<file path="config.mk">
export PLATFORM = sky130hd
export DESIGN_NAME = drive_process_data_interface
export DESIGN_NICKNAME = d
export VERILOG_FILES = /design/src/pkg/pdi_pkg.sv /design/src/design/drive_process_data_interface.sv
export VERILOG_INCLUDE_DIRS = /design/src /design/src/pkg
export SDC_FILE = /design/constraint.sdc
export NUM_CORES = 1
export LEC_CHECK = 0
export BUFFER_PORTS_ARGS = -buffer_cell sky130_fd_sc_hd__buf_4
export CAP_MARGIN = 0
export CORE_ASPECT_RATIO = 0.5
export CORE_MARGIN = 3
export CORE_UTILIZATION = 55
export DETAILED_ROUTE_END_ITERATION = 8
export GPL_TIMING_DRIVEN = 1
export PLACE_DENSITY_LB_ADDON = 0.05
export SKIP_LAST_GASP = 1
export SLEW_MARGIN = 20
export SYNTH_ARGS = -nofsm -noshare
export SYNTH_HDL_FRONTEND = slang
export SYNTH_SLANG_ARGS = --single-unit
export TNS_END_PERCENT = 1
</file>
<file path="constraint.sdc">
create_clock -name clk -period 4.7 [get_ports clk]
set_input_delay 0.235 -clock clk [delete_from_list [all_inputs] [get_ports clk]]
set_output_delay 0.235 -clock clk [all_outputs]
set_load 0.02 [all_outputs]
</file>
<file path="src/pkg/pdi_cfg.svh">
`ifndef PDI_CFG_SVH
`define PDI_CFG_SVH
`define OFS_PC_SUBADDR   6'h00
`define OFS_PC_REQUEST   6'h01
`define OFS_PC_INDEX     6'h02
`define OFS_PC_VALUE     6'h04
`define OFS_SPECIAL      6'h0C
`define OFS_MOTION       6'h0E
`define OFS_INPUTS       6'h10
`define OFS_MODE_STAT    6'h11
`define OFS_STATE_WORD   6'h12
`define OFS_POSITION     6'h14
`define OFS_VELOCITY     6'h18
`define OUT_MODE_BYTE    6'h0E
`define OUT_STATE_BYTE   6'h0F
`define STATUS_BYTES     44
`define OUTPUT_BYTES     40
`define MODE_JOG         4'h1
`define MODE_HOMING      4'h2
`define MODE_PROF_POS    4'h3
`define MODE_PROF_VEL    4'h4
`define MODE_SPEED       4'h7
`define FAULT_BAD_MODE   16'h0001
`define FAULT_NOT_ENABLED 16'h0002
`define FAULT_NOT_STILL  16'h0003
`define ST_READY         4'h4
`define ST_SWITCHED_ON   4'h5
`define ST_ENABLED       4'h6
`define ST_QUICK_STOP    4'h7
`define ST_FAULT         4'h9
`endif

</file>
<file path="src/pkg/pdi_pkg.sv">
package pdi_pkg;
	typedef enum logic [3:0] {
		st_ready      = 4'h4,
		st_switch_on  = 4'h5,
		st_enabled    = 4'h6,
		st_quick_stop = 4'h7,
		st_fault      = 4'h9
	} drive_state_e;
	typedef struct packed {
		logic resume;
		logic release_p;
		logic pause;
		logic reserved;
		logic err_clear;
		logic rapid_stop;
		logic power_on;
		logic power_off;
	} state_cmd_s;
	typedef struct packed {
		logic standstill;
		logic moving_fwd;
		logic moving_rev;
		logic in_window;
		logic tgt_zero;
		logic braking;
		logic speedup;
		logic cruise;
	} motion_s;
	typedef struct packed {
		logic [3:0] mode;
		logic [2:0] action;
		logic       toggle;
		logic [31:0] ref32;
		logic [15:0] ref16;
	} mode_req_s;
endpackage

</file>
<file path="src/design/drive_process_data_interface.sv">
`timescale 1ns/100ps
`default_nettype none
`include "pdi_cfg.svh"
module drive_process_data_interface (
	input  wire logic                   clk,
	input  wire logic                   rst,
	// output image from master, one byte per write
	input  wire logic                   img_wr,
	input  wire logic [5:0]             img_addr,
	input  wire logic [7:0]             img_data,
	input  wire logic                   img_commit,
	// status image read
	input  wire logic [5:0]             stat_addr,
	output logic      [7:0]             stat_data,
	// mode engine side
	input  wire pdi_pkg::motion_s       motion,
	input  wire logic [5:0]             phys_inputs,
	input  wire logic [5:0]             force_value,
	input  wire logic [5:0]             force_enable,
	input  wire logic                   homing_done,
	input  wire logic                   standstill_in,
	input  wire logic                   fault_event,
	input  wire logic                   warn_in,
	input  wire logic [2:0]             mode_info,
	input  wire logic [31:0]            position_in,
	input  wire logic [31:0]            velocity_in,
	input  wire logic [7:0]             pc_resp_subaddr,
	input  wire logic [7:0]             pc_resp_request,
	input  wire logic [15:0]            pc_resp_index,
	input  wire logic [31:0]            pc_resp_value,
	// drive control outputs
	output logic                        power_stage_on,
	output pdi_pkg::mode_req_s          mode_start,
	output logic                        mode_start_valid,
	output logic [31:0]                 ramp_up_rate,
	output logic [31:0]                 ramp_down_rate,
	output logic [15:0]                 mode_fault_code,
	output logic                        pause_active
);
	// ==========================================
	// output image capture
	logic [7:0] img [0:`OUTPUT_BYTES-1];
	logic [7:0] prev_state;
	logic       prev_toggle;
	logic [5:0] in_s1, in_s2;
	always_ff @(posedge clk) begin
		if (img_wr && img_addr < 6'(`OUTPUT_BYTES))
			img[img_addr] <= img_data;
	end
	always_ff @(posedge clk) begin
		in_s1 <= phys_inputs;
		in_s2 <= in_s1;
	end
	// ==========================================
	// state command decode
	pdi_pkg::state_cmd_s cmd, rise;
	pdi_pkg::drive_state_e state, next_state;
	assign cmd  = img[`OUT_STATE_BYTE];
	assign rise = cmd & ~prev_state;
	always_comb begin
		next_state = state;
		if (cmd == 8'h00 || rise.power_off) begin
			if (state == pdi_pkg::st_enabled || state == pdi_pkg::st_switch_on)
				next_state = pdi_pkg::st_ready;
		end else if (rise.rapid_stop) begin
			if (state == pdi_pkg::st_enabled)
				next_state = pdi_pkg::st_quick_stop; // ignored elsewhere
		end else if (rise.err_clear) begin
			if (state == pdi_pkg::st_fault)
				next_state = pdi_pkg::st_ready;
		end else if (rise.power_on) begin
			if (state == pdi_pkg::st_ready || state == pdi_pkg::st_quick_stop)
				next_state = pdi_pkg::st_enabled;
		end
		if (fault_event)
			next_state = pdi_pkg::st_fault;
	end
	always_ff @(posedge clk) begin
		if (rst) begin
			state      <= pdi_pkg::st_ready;
			prev_state <= 8'h00;
		end else if (img_commit) begin
			state      <= next_state;
			prev_state <= cmd;
		end else if (fault_event) begin
			state <= pdi_pkg::st_fault;
		end
	end
	always_ff @(posedge clk) begin
		if (rst)
			pause_active <= 1'b0;
		else if (fault_event)
			pause_active <= 1'b0;
		else if (img_commit && next_state != pdi_pkg::st_enabled)
			pause_active <= 1'b0; // leaving enabled drops pause in the same commit
		else if (img_commit && rise.pause)
			pause_active <= 1'b1;
		else if (img_commit && (rise.release_p || rise.resume))
			pause_active <= 1'b0;
	end
	always_ff @(posedge clk) begin
		if (rst)
			power_stage_on <= 1'b0;
		else
			power_stage_on <= (state == pdi_pkg::st_enabled);
	end
	always_ff @(posedge clk) begin
		if (rst) begin
			ramp_up_rate   <= 32'h0000_0000;
			ramp_down_rate <= 32'h0000_0000;
		end else if (img_commit) begin
			ramp_up_rate   <= {img[19], img[18], img[17], img[16]};
			ramp_down_rate <= {img[23], img[22], img[21], img[20]};
		end
	end
	// ==========================================
	// mode request handshake
	logic [7:0] mcmd;
	logic       mode_ok;
	logic [3:0] active_mode;
	logic       reject, home_ok, stat_toggle;
	assign mcmd = img[`OUT_MODE_BYTE];
	always_comb begin
		case (mcmd[3:0])
			`MODE_JOG, `MODE_HOMING, `MODE_PROF_POS,
			`MODE_PROF_VEL, `MODE_SPEED: mode_ok = 1'b1;
			default: mode_ok = 1'b0;
		endcase
	end
	always_ff @(posedge clk) begin
		if (rst) begin
			prev_toggle      <= 1'b0;
			stat_toggle      <= 1'b0;
			reject           <= 1'b0;
			active_mode      <= 4'h0;
			mode_fault_code  <= 16'h0000;
			mode_start_valid <= 1'b0;
			mode_start       <= '0;
		end else begin
			mode_start_valid <= 1'b0;
			if (img_commit) begin
				prev_toggle <= mcmd[7];
				if (mcmd == 8'h00) begin
					// skipped silently
				end else if (mcmd[7] != prev_toggle) begin
					stat_toggle <= mcmd[7];
					if (!mode_ok) begin
						reject          <= 1'b1;
						mode_fault_code <= `FAULT_BAD_MODE;
					end else if (state != pdi_pkg::st_enabled) begin
						reject          <= 1'b1;
						mode_fault_code <= `FAULT_NOT_ENABLED;
					end else if (!standstill_in) begin
						reject          <= 1'b1;
						mode_fault_code <= `FAULT_NOT_STILL;
					end else begin
						reject           <= 1'b0;
						active_mode      <= mcmd[3:0];
						mode_start_valid <= 1'b1;
						mode_start       <= {mcmd[3:0], mcmd[6:4], mcmd[7],
							img[11], img[10], img[9], img[8], img[13], img[12]};
					end
				end
			end
		end
	end
	always_ff @(posedge clk) begin
		if (rst)
			home_ok <= 1'b0;
		else if (homing_done)
			home_ok <= 1'b1; // set wins over a same-cycle restart
		else if (mode_start_valid && mode_start.mode == `MODE_HOMING)
			home_ok <= 1'b0;
	end
	// ==========================================
	// status image
	logic [7:0]  inputs_byte;
	logic [15:0] motion_word, state_word;
	logic [7:0]  mode_byte;
	assign inputs_byte = {2'b00, (force_enable & force_value) | (~force_enable & in_s2)};
	assign motion_word = {1'b0, motion.cruise, motion.speedup, motion.braking,
		motion.tgt_zero, 1'b0, motion.in_window, motion.moving_rev,
		motion.moving_fwd, motion.standstill, 6'h00};
	assign mode_byte = {stat_toggle, reject, home_ok, 1'b0, active_mode};
	assign state_word = {mode_info, 4'h0, pause_active,
		warn_in, state == pdi_pkg::st_fault, 2'b00, state};
	logic [7:0] next_stat;
	always_comb begin
		case (stat_addr)
			6'h00: next_stat = pc_resp_subaddr;
			6'h01: next_stat = pc_resp_request;
			6'h02: next_stat = pc_resp_index[7:0];
			6'h03: next_stat = pc_resp_index[15:8];
			6'h04: next_stat = pc_resp_value[7:0];
			6'h05: next_stat = pc_resp_value[15:8];
			6'h06: next_stat = pc_resp_value[23:16];
			6'h07: next_stat = pc_resp_value[31:24];
			6'h0E: next_stat = motion_word[7:0];
			6'h0F: next_stat = motion_word[15:8];
			6'h10: next_stat = inputs_byte;
			6'h11: next_stat = mode_byte;
			6'h12: next_stat = state_word[7:0];
			6'h13: next_stat = state_word[15:8];
			6'h14: next_stat = position_in[7:0];
			6'h15: next_stat = position_in[15:8];
			6'h16: next_stat = position_in[23:16];
			6'h17: next_stat = position_in[31:24];
			6'h18: next_stat = velocity_in[7:0];
			6'h19: next_stat = velocity_in[15:8];
			6'h1A: next_stat = velocity_in[23:16];
			6'h1B: next_stat = velocity_in[31:24];
			default: next_stat = 8'h00; // special and reserved
		endcase
	end
	always_ff @(posedge clk) begin
		if (rst)
			stat_data <= 8'h00;
		else
			stat_data <= next_stat;
	end
	// ==========================================
	// checks
	chk_off_wins: assert property (@(posedge clk) disable iff (rst)
		img_commit && rise.power_off && state == pdi_pkg::st_enabled && !fault_event
		|=> state == pdi_pkg::st_ready) else $error("power off lost");
	chk_zero_disables: assert property (@(posedge clk) disable iff (rst)
		img_commit && cmd == 8'h00 && !fault_event |=> state != pdi_pkg::st_enabled)
		else $error("zero byte kept stage on");
	chk_stop_beats_clear: assert property (@(posedge clk) disable iff (rst)
		img_commit && rise.rapid_stop && rise.err_clear && !rise.power_off && cmd != 8'h00
		&& state == pdi_pkg::st_enabled && !fault_event
		|=> state == pdi_pkg::st_quick_stop) else $error("rapid stop lost");
	chk_pause_wins: assert property (@(posedge clk) disable iff (rst)
		img_commit && rise.pause && next_state == pdi_pkg::st_enabled |=> pause_active)
		else $error("pause lost");
	chk_toggle_echo: assert property (@(posedge clk) disable iff (rst)
		img_commit && mcmd != 8'h00 && mcmd[7] != prev_toggle
		|=> stat_toggle == $past(mcmd[7])) else $error("toggle not echoed");
	chk_no_toggle_idle: assert property (@(posedge clk) disable iff (rst)
		img_commit && mcmd[7] == prev_toggle |=> !mode_start_valid)
		else $error("mode taken without toggle");
	chk_bad_mode_rej: assert property (@(posedge clk) disable iff (rst)
		img_commit && mcmd != 8'h00 && mcmd[7] != prev_toggle && !mode_ok
		|=> reject && mode_fault_code == `FAULT_BAD_MODE) else $error("no reject");
	chk_zero_mode_skip: assert property (@(posedge clk) disable iff (rst)
		img_commit && mcmd == 8'h00 |=> $stable(reject) && !mode_start_valid)
		else $error("zero mode acted");
	chk_stage_follows: assert property (@(posedge clk) disable iff (rst)
		state == pdi_pkg::st_enabled |=> power_stage_on) else $error("stage lag");

	chk_stage_drops: assert property (@(posedge clk) disable iff (rst)
		state != pdi_pkg::st_enabled |=> !power_stage_on) else $error("stage stuck on");

	chk_state_hold: assert property (@(posedge clk) disable iff (rst)
		!img_commit && !fault_event |=> $stable(state)) else $error("state moved idle");

	chk_level_only: assert property (@(posedge clk) disable iff (rst)
		img_commit && rise == 8'h00 && cmd != 8'h00 && !fault_event
		|=> $stable(state)) else $error("level acted");

	chk_on_ready: assert property (@(posedge clk) disable iff (rst)
		img_commit && rise.power_on && !rise.power_off && !rise.rapid_stop
		&& !rise.err_clear && state == pdi_pkg::st_ready && !fault_event
		|=> state == pdi_pkg::st_enabled) else $error("power on lost");

	chk_stop_ignored: assert property (@(posedge clk) disable iff (rst)
		img_commit && rise.rapid_stop && !rise.power_off && cmd != 8'h00
		&& state == pdi_pkg::st_ready && !fault_event
		|=> state == pdi_pkg::st_ready) else $error("stop not ignored");

	chk_clear_fault: assert property (@(posedge clk) disable iff (rst)
		img_commit && rise.err_clear && !rise.rapid_stop && !rise.power_off
		&& cmd != 8'h00 && state == pdi_pkg::st_fault && !fault_event
		|=> state == pdi_pkg::st_ready) else $error("clear lost");

	chk_fault_entry: assert property (@(posedge clk) disable iff (rst)
		fault_event |=> state == pdi_pkg::st_fault) else $error("fault missed");

	chk_pause_drop: assert property (@(posedge clk) disable iff (rst)
		img_commit && next_state != pdi_pkg::st_enabled |=> !pause_active)
		else $error("pause kept");

	chk_pause_release: assert property (@(posedge clk) disable iff (rst)
		img_commit && rise.release_p && !rise.pause && next_state == pdi_pkg::st_enabled
		&& !fault_event |=> !pause_active) else $error("release lost");

	chk_ramp_load: assert property (@(posedge clk) disable iff (rst)
		img_commit |=> ramp_down_rate == $past({img[23], img[22], img[21], img[20]}))
		else $error("ramp not loaded");

	chk_home_set: assert property (@(posedge clk) disable iff (rst)
		homing_done |=> home_ok) else $error("homing flag lost");

	// ==========================================
	// mode handshake checks
	chk_rej_idle: assert property (@(posedge clk) disable iff (rst)
		img_commit && mcmd != 8'h00 && mcmd[7] != prev_toggle && mode_ok
		&& state != pdi_pkg::st_enabled
		|=> reject && mode_fault_code == `FAULT_NOT_ENABLED) else $error("idle mode kept");

	chk_rej_moving: assert property (@(posedge clk) disable iff (rst)
		img_commit && mcmd != 8'h00 && mcmd[7] != prev_toggle && mode_ok
		&& state == pdi_pkg::st_enabled && !standstill_in
		|=> reject && mode_fault_code == `FAULT_NOT_STILL) else $error("moving mode kept");

	chk_mode_accept: assert property (@(posedge clk) disable iff (rst)
		img_commit && mcmd != 8'h00 && mcmd[7] != prev_toggle && mode_ok
		&& state == pdi_pkg::st_enabled && standstill_in
		|=> mode_start_valid && !reject && mode_start.mode == $past(mcmd[3:0]))
		else $error("mode not started");

	chk_mode_shown: assert property (@(posedge clk) disable iff (rst)
		mode_start_valid |-> active_mode == mode_start.mode) else $error("mode not shown");

	chk_mode_hold: assert property (@(posedge clk) disable iff (rst)
		!(img_commit && mcmd != 8'h00 && mcmd[7] != prev_toggle)
		|=> $stable(stat_toggle) && $stable(mode_fault_code) && !mode_start_valid)
		else $error("mode moved idle");

	// ==========================================
	// status read checks
	// data lags the address by one edge, so each check looks one cycle on
	chk_read_state: assert property (@(posedge clk) disable iff (rst)
		stat_addr == `OFS_STATE_WORD |=> stat_data[3:0] == $past(state)
		&& stat_data[6] == ($past(state) == pdi_pkg::st_fault)) else $error("bad state read");

	chk_read_mode: assert property (@(posedge clk) disable iff (rst)
		stat_addr == `OFS_MODE_STAT |=> stat_data == {$past(stat_toggle), $past(reject),
		$past(home_ok), 1'b0, $past(active_mode)}) else $error("bad mode read");

	chk_read_inputs: assert property (@(posedge clk) disable iff (rst)
		stat_addr == `OFS_INPUTS |=> stat_data[7:6] == 2'b00) else $error("bad input read");

	chk_forced_in: assert property (@(posedge clk) disable iff (rst)
		stat_addr == `OFS_INPUTS && force_enable == 6'h3F
		|=> stat_data[5:0] == $past(force_value)) else $error("force ignored");

	chk_read_special: assert property (@(posedge clk) disable iff (rst)
		stat_addr == `OFS_SPECIAL || stat_addr == 6'h0D |=> stat_data == 8'h00)
		else $error("special not zero");

	chk_read_spare: assert property (@(posedge clk) disable iff (rst)
		stat_addr >= 6'h1C |=> stat_data == 8'h00) else $error("spare not zero");

	chk_read_motion: assert property (@(posedge clk) disable iff (rst)
		stat_addr == `OFS_MOTION |=> stat_data[5:0] == 6'h00) else $error("motion low bits");

	chk_read_pos: assert property (@(posedge clk) disable iff (rst)
		stat_addr == `OFS_POSITION |=> stat_data == $past(position_in[7:0]))
		else $error("bad position read");

	chk_read_vel: assert property (@(posedge clk) disable iff (rst)
		stat_addr == `OFS_VELOCITY |=> stat_data == $past(velocity_in[7:0]))
		else $error("bad velocity read");

	// ==========================================
	// coverage of the main scenarios
	cov_enable: cover property (@(posedge clk) state == pdi_pkg::st_enabled);
	cov_mode_start: cover property (@(posedge clk) mode_start_valid);
	cov_reject: cover property (@(posedge clk) reject);
	cov_pause: cover property (@(posedge clk) pause_active);
endmodule
`default_nettype wire

</file>
; ---- Word-level counts from Yosys, hierarchy flattened
; Memories as Yosys holds them, arrays and structs flattened. A register that Yosys moved wholly into a read port is not among the register bits.
; Cells that the tools add are included.
; W data, S select, Z words.
[totals]
out_inout_bits = 147
n_memories = 1
reg_bits = 63
ram_bits = 320
[mem_list]
columns = memory, depth, width, rd, rd_clocked_by_memory_dff, wr, line
row1 = img, 40, 8, 16, 14, 1, drive_process_data_interface.sv:42  ; logic [7:0] img [0:`OUTPUT_BYTES-1];
[classes]
n_mux = 26
n_eq_ne = 36
order_cmp = 1
bitwise = 11
reduce_logical = 21
[op_table]
columns = operator, n
row1 = $pmux W8 S22, 1
row2 = $eq A6 B5 Y1 const B, 12
row3 = $mux W16, 3
row4 = $mux W4, 11
row5 = $eq A4 B3 Y1 const B, 6
row6 = $eq A6 B3 Y1 const B, 4
row7 = $logic_not A8 Y1, 2
row8 = $and A6 B6 Y6, 2
row9 = $eq A4 B2 Y1 const B, 3
row10 = $eq A6 B2 Y1 const B, 2
row11 = $eq A6 B4 Y1 const B, 2
row12 = $mux W1, 11
row13 = $and A8 B8 Y8, 1
row14 = $ne A4 B3 Y1 const B, 2
row15 = $not A8 Y8, 1
row16 = $eq A6 B1 Y1 const B, 1
row17 = $logic_not A6 Y1, 1
row18 = $lt A6 B6 Y1 const B, 1
row19 = $not A6 Y6, 1
row20 = $or A6 B6 Y6, 1
row21 = $reduce_and A6 Y1, 1
row22 = $reduce_bool A2 Y1, 3
row23 = $reduce_or A6 Y1, 1
row24 = $logic_and A1 B1 Y1, 5
row25 = other kinds (10), 17

; ---- Logic depth before layout (Yosys ltp)
[logic_depth]
depth_word = 11
depth_mapped = 8

; ---- Worst setup path before layout
; OpenSTA, ideal clock, no wires.
[synth_path]
path_kind = reg2reg
from = mem img[14][3]
to = reg mode_start[0] (netlist name)
synth_period_minus_slack_ns = 1.949
setup_slack_ns = 2.751
path_stages_with_launch = 8
setup_ns = 0.059
arrival_time_ns = 1.889
cell_sequence = edfxtp_1 or4_1 nor4_2 o22ai_2 a21oi_2 buf_6 buf_8 a22o_1
[synth_lines]
columns = item, line
row1 = from (decl), drive_process_data_interface.sv:42

==> impl_metrics.json <==
{
  "vias": 8270,
  "synth.avg_cell_area_um2": 12.8,
  "core-area_um2": 19000,
  "portBuffers": 317,
  "synth_area_leader_cell": "edfxtp_1",
  "htreeDepth": 1,
  "synth_common_cells": "dfxtp_1, edfxtp_1, nor2_1, mux2i_1, a22o_1",
  "rows": 35,
  "detail_route.wl_per_cell_um": 22.0,
  "relSlewSlack": 0.302,
  "grt_pass1_wl_mm": 47.9,
  "p_leak_nw": 5.95,
  "fill_cells": 1281,
  "synthTopCellsByArea": "edfxtp_1, dfxtp_1, mux2i_1, a22o_1, nor2_1",
  "cts_resized": 0,
  "synth-async-reset-ratio": 0,
  "tns_ns": 0,
  "remaining_drc_errors": 0,
  "drive_gt1_frac": 0.329,
  "skew_ns": 0.00966,
  "required_ns": 5.16,
  "die_area_um2": 21800,
  "finalSetupViolations": 0,
  "power_frac_seq": 0.514,
  "fmax_mhz": 388,
  "ir_drop_uv": 314,
  "synth.most_common_cell": "dfxtp_1",
  "combPwrFrac": 0.086,
  "synth_top_cell_area_share": 0.349,
  "insertion_delay_ns": 0.53,
  "syn_inst": 860,
  "die_h_um": 106,
  "synth_area_um2": 11000,
  "start_kind": "flip-flop",
  "swShare": 0.226,
  "ant_nets": 0,
  "syn_to_final_growth_pct": 30.8,
  "status": "finished clean",
  "path_class": "reg2reg",
  "crit_fanout": 57,
  "critPathArrivalTime_ns": 3.04,
  "antenna_found_initial": 0,
  "yosysWarningCount": 0,
  "nNetsFinal": 1348,
  "p_int_mw": 4.04,
  "hp-class": "in2reg",
  "p_total_mw": 5.22,
  "postCtsSetupRepairBufs": 0,
  "switching_power_mw": 1.18,
  "overflow": 0,
  "drt_iter0_markers": 669,
  "cts_buffer_depth": 3,
  "ys_ff_latch": 288,
  "io_pins": 332,
  "synthFlopType": "dfxtp_1",
  "synth_seq_area_share": 0.641,
  "n_antenna_cell": 0,
  "fin_crit_ns": 2.58,
  "end_kind": "flip-flop",
  "power_density_nw_per_um2": 363,
  "synth.distinct_cells": 67,
  "via_per_inst": 5.74,
  "worst_slew_pin_slew_ns": 1.04,
  "cts.clk_slew.worst_paths_ns": 0.07,
  "place_hpwl_mm": 21.4,
  "hold_violations": 0,
  "start_util": 0.579,
  "synth_edf_count": 128,
  "p_clk_frac": 0.399,
  "grt_max_degree": 87,
  "numClockSinks": 288,
  "cts-root-buf": "clkbuf_16",
  "report.final.slew_viol_count": 0,
  "period_share": 0.548,
  "cts_tree": "yes",
  "grt_pass1_vias": 8248,
  "cts_made_buffers": 25,
  "maxCapViolCount": 0,
  "cts.hold.buffers_added": 9,
  "rsz0062_at_grt": "no",
  "grt_usage": 0.282,
  "place.gp.congestion": 0.882,
  "wl_mm": 31.8,
  "dieWidth_um": 206,
  "drtPass1Iterations": 7
}
layout make-up:
| cell class | instances | area [µm²] | share of cell area |
|---|---|---|---|
| clock inverter | 11 | 128 | 0.00887 |
| tap | 259 | 324 | 0.0225 |
| multi-input combinational | 508 | 3630 | 0.252 |
| inverter | 7 | 26.3 | 0.00183 |
| timing repair buffer | 333 | 2520 | 0.175 |
| sequential | 288 | 7050 | 0.490 |
| clock buffer | 35 | 704 | 0.0490 |
cells in the final DEF (no fill, tap or decap), drive strengths merged, types with 8 or more instances in the layout:
| cell type | n |
|---|---|
| a22o | 63 |
| o21ai | 16 |
| nor3 | 9 |
| nor2b | 8 |
| nor2 | 93 |
| nand2 | 36 |
| mux2i | 90 |
| buf | 324 |
| nor4 | 9 |
| conb | 14 |
| a21oi | 16 |
| clkbuf | 35 |
| dfxtp | 160 |
| a22oi | 13 |
| mux2 | 10 |
| inv | 9 |
| dlygate4sd3 | 9 |
| edfxtp | 128 |
| nand3 | 32 |
path summary, 6_finish.rpt:
check | from | cells after the start | end | slack, ns
min reg2reg | in_s1[0]$_DFF_P_ | 0 | in_s2[0]$_DFF_P_ | 0.33
min | pc_resp_request[5] | 3 | stat_data[5]$_SDFF_PP0_ | 0.03
max reg2reg | img[14][3]$_DFFE_PP_ | 6 | mode_start[25]$_SDFFE_PP0P_ | 2.12
max | img[14][3]$_DFFE_PP_ | 6 | mode_start[25]$_SDFFE_PP0P_ | 2.12
registers in the layout, indices dropped and copies added, names as in the netlist, 2 cells and up:
| signal | flops |
|---|---|
| active_mode | 4 |
| img | 128 |
| in_s1 | 6 |
| in_s2 | 6 |
| mode_fault_code | 2 |
| mode_start | 52 |
| prev_state | 7 |
| ramp_down_rate | 32 |
| ramp_up_rate | 32 |
| stat_data | 8 |
| state | 4 |
power by group through the flow:
stage	registers, mW	clock network (mW)	logic, mW
4_1_cts	2.68	2.10	0.448
5_1_grt	2.69	2.21	0.480
2_1_floorplan	2.76	0	0.188
3_3_place_gp	2.74	0	0.432
3_5_place_dp	2.74	0	0.439
6_report	2.68	2.08	0.450
per-stage QoR:
| stage | hold WS [ns] | worst slack (ns) | std cells | util | area (µm²) |
|---|---|---|---|---|---|
| 3_5_place_dp | 0.312 | 2.21 | 1385 | 0.707 | 13400 |
| 5_1_grt | 0.0651 | 1.99 | 1441 | 0.757 | 14400 |
| 6_report | 0.0321 | 2.12 | 1441 | 0.757 | 14400 |
| 3_3_place_gp | 0.311 | 2.35 | 1385 | 0.707 | 13400 |
| 4_1_cts | 0.0224 | 2.17 | 1440 | 0.756 | 14400 |
| 2_1_floorplan | 0.263 | 2.75 | 873 | - | 11000 |
critical path, stage by stage (launching register included):
cell and delay (ns):
edfxtp_1 0.41, or4_1 0.56, nor4_2 0.31, o22ai_2 0.23
a21oi_4 0.16, buf_4 0.53, a22o_1 0.27
cells by family (layout without fill, tap and decap cells):
logic type | after synthesis | in the layout | synth area share
DFF | 288 | 288 | 0.641
and+or+nand+nor | 228 | 228 | 0.104
AOI/OAI and AO/OA | 160 | 160 | 0.112
muxes | 105 | 105 | 0.102
buffers and inverters | 77 | 386 | 0.0398
other | 1 | 14 | 0.000341
xor gates and xnor gates | 1 | 1 | 0.000797
per-layer routing:
| metal | vias up | global-route usage | wire length (µm) |
|---|---|---|---|
| met5 | - | 0 | 0 |
| met4 | 0 | 0.0856 | 918 |
| met1 | 4039 | 0.366 | 12600 |
| met3 | 61 | 0.0621 | 2650 |
| met2 | 374 | 0.479 | 15500 |
| li1 | 3796 | - | - |
(Power assumes the default switching activity.)
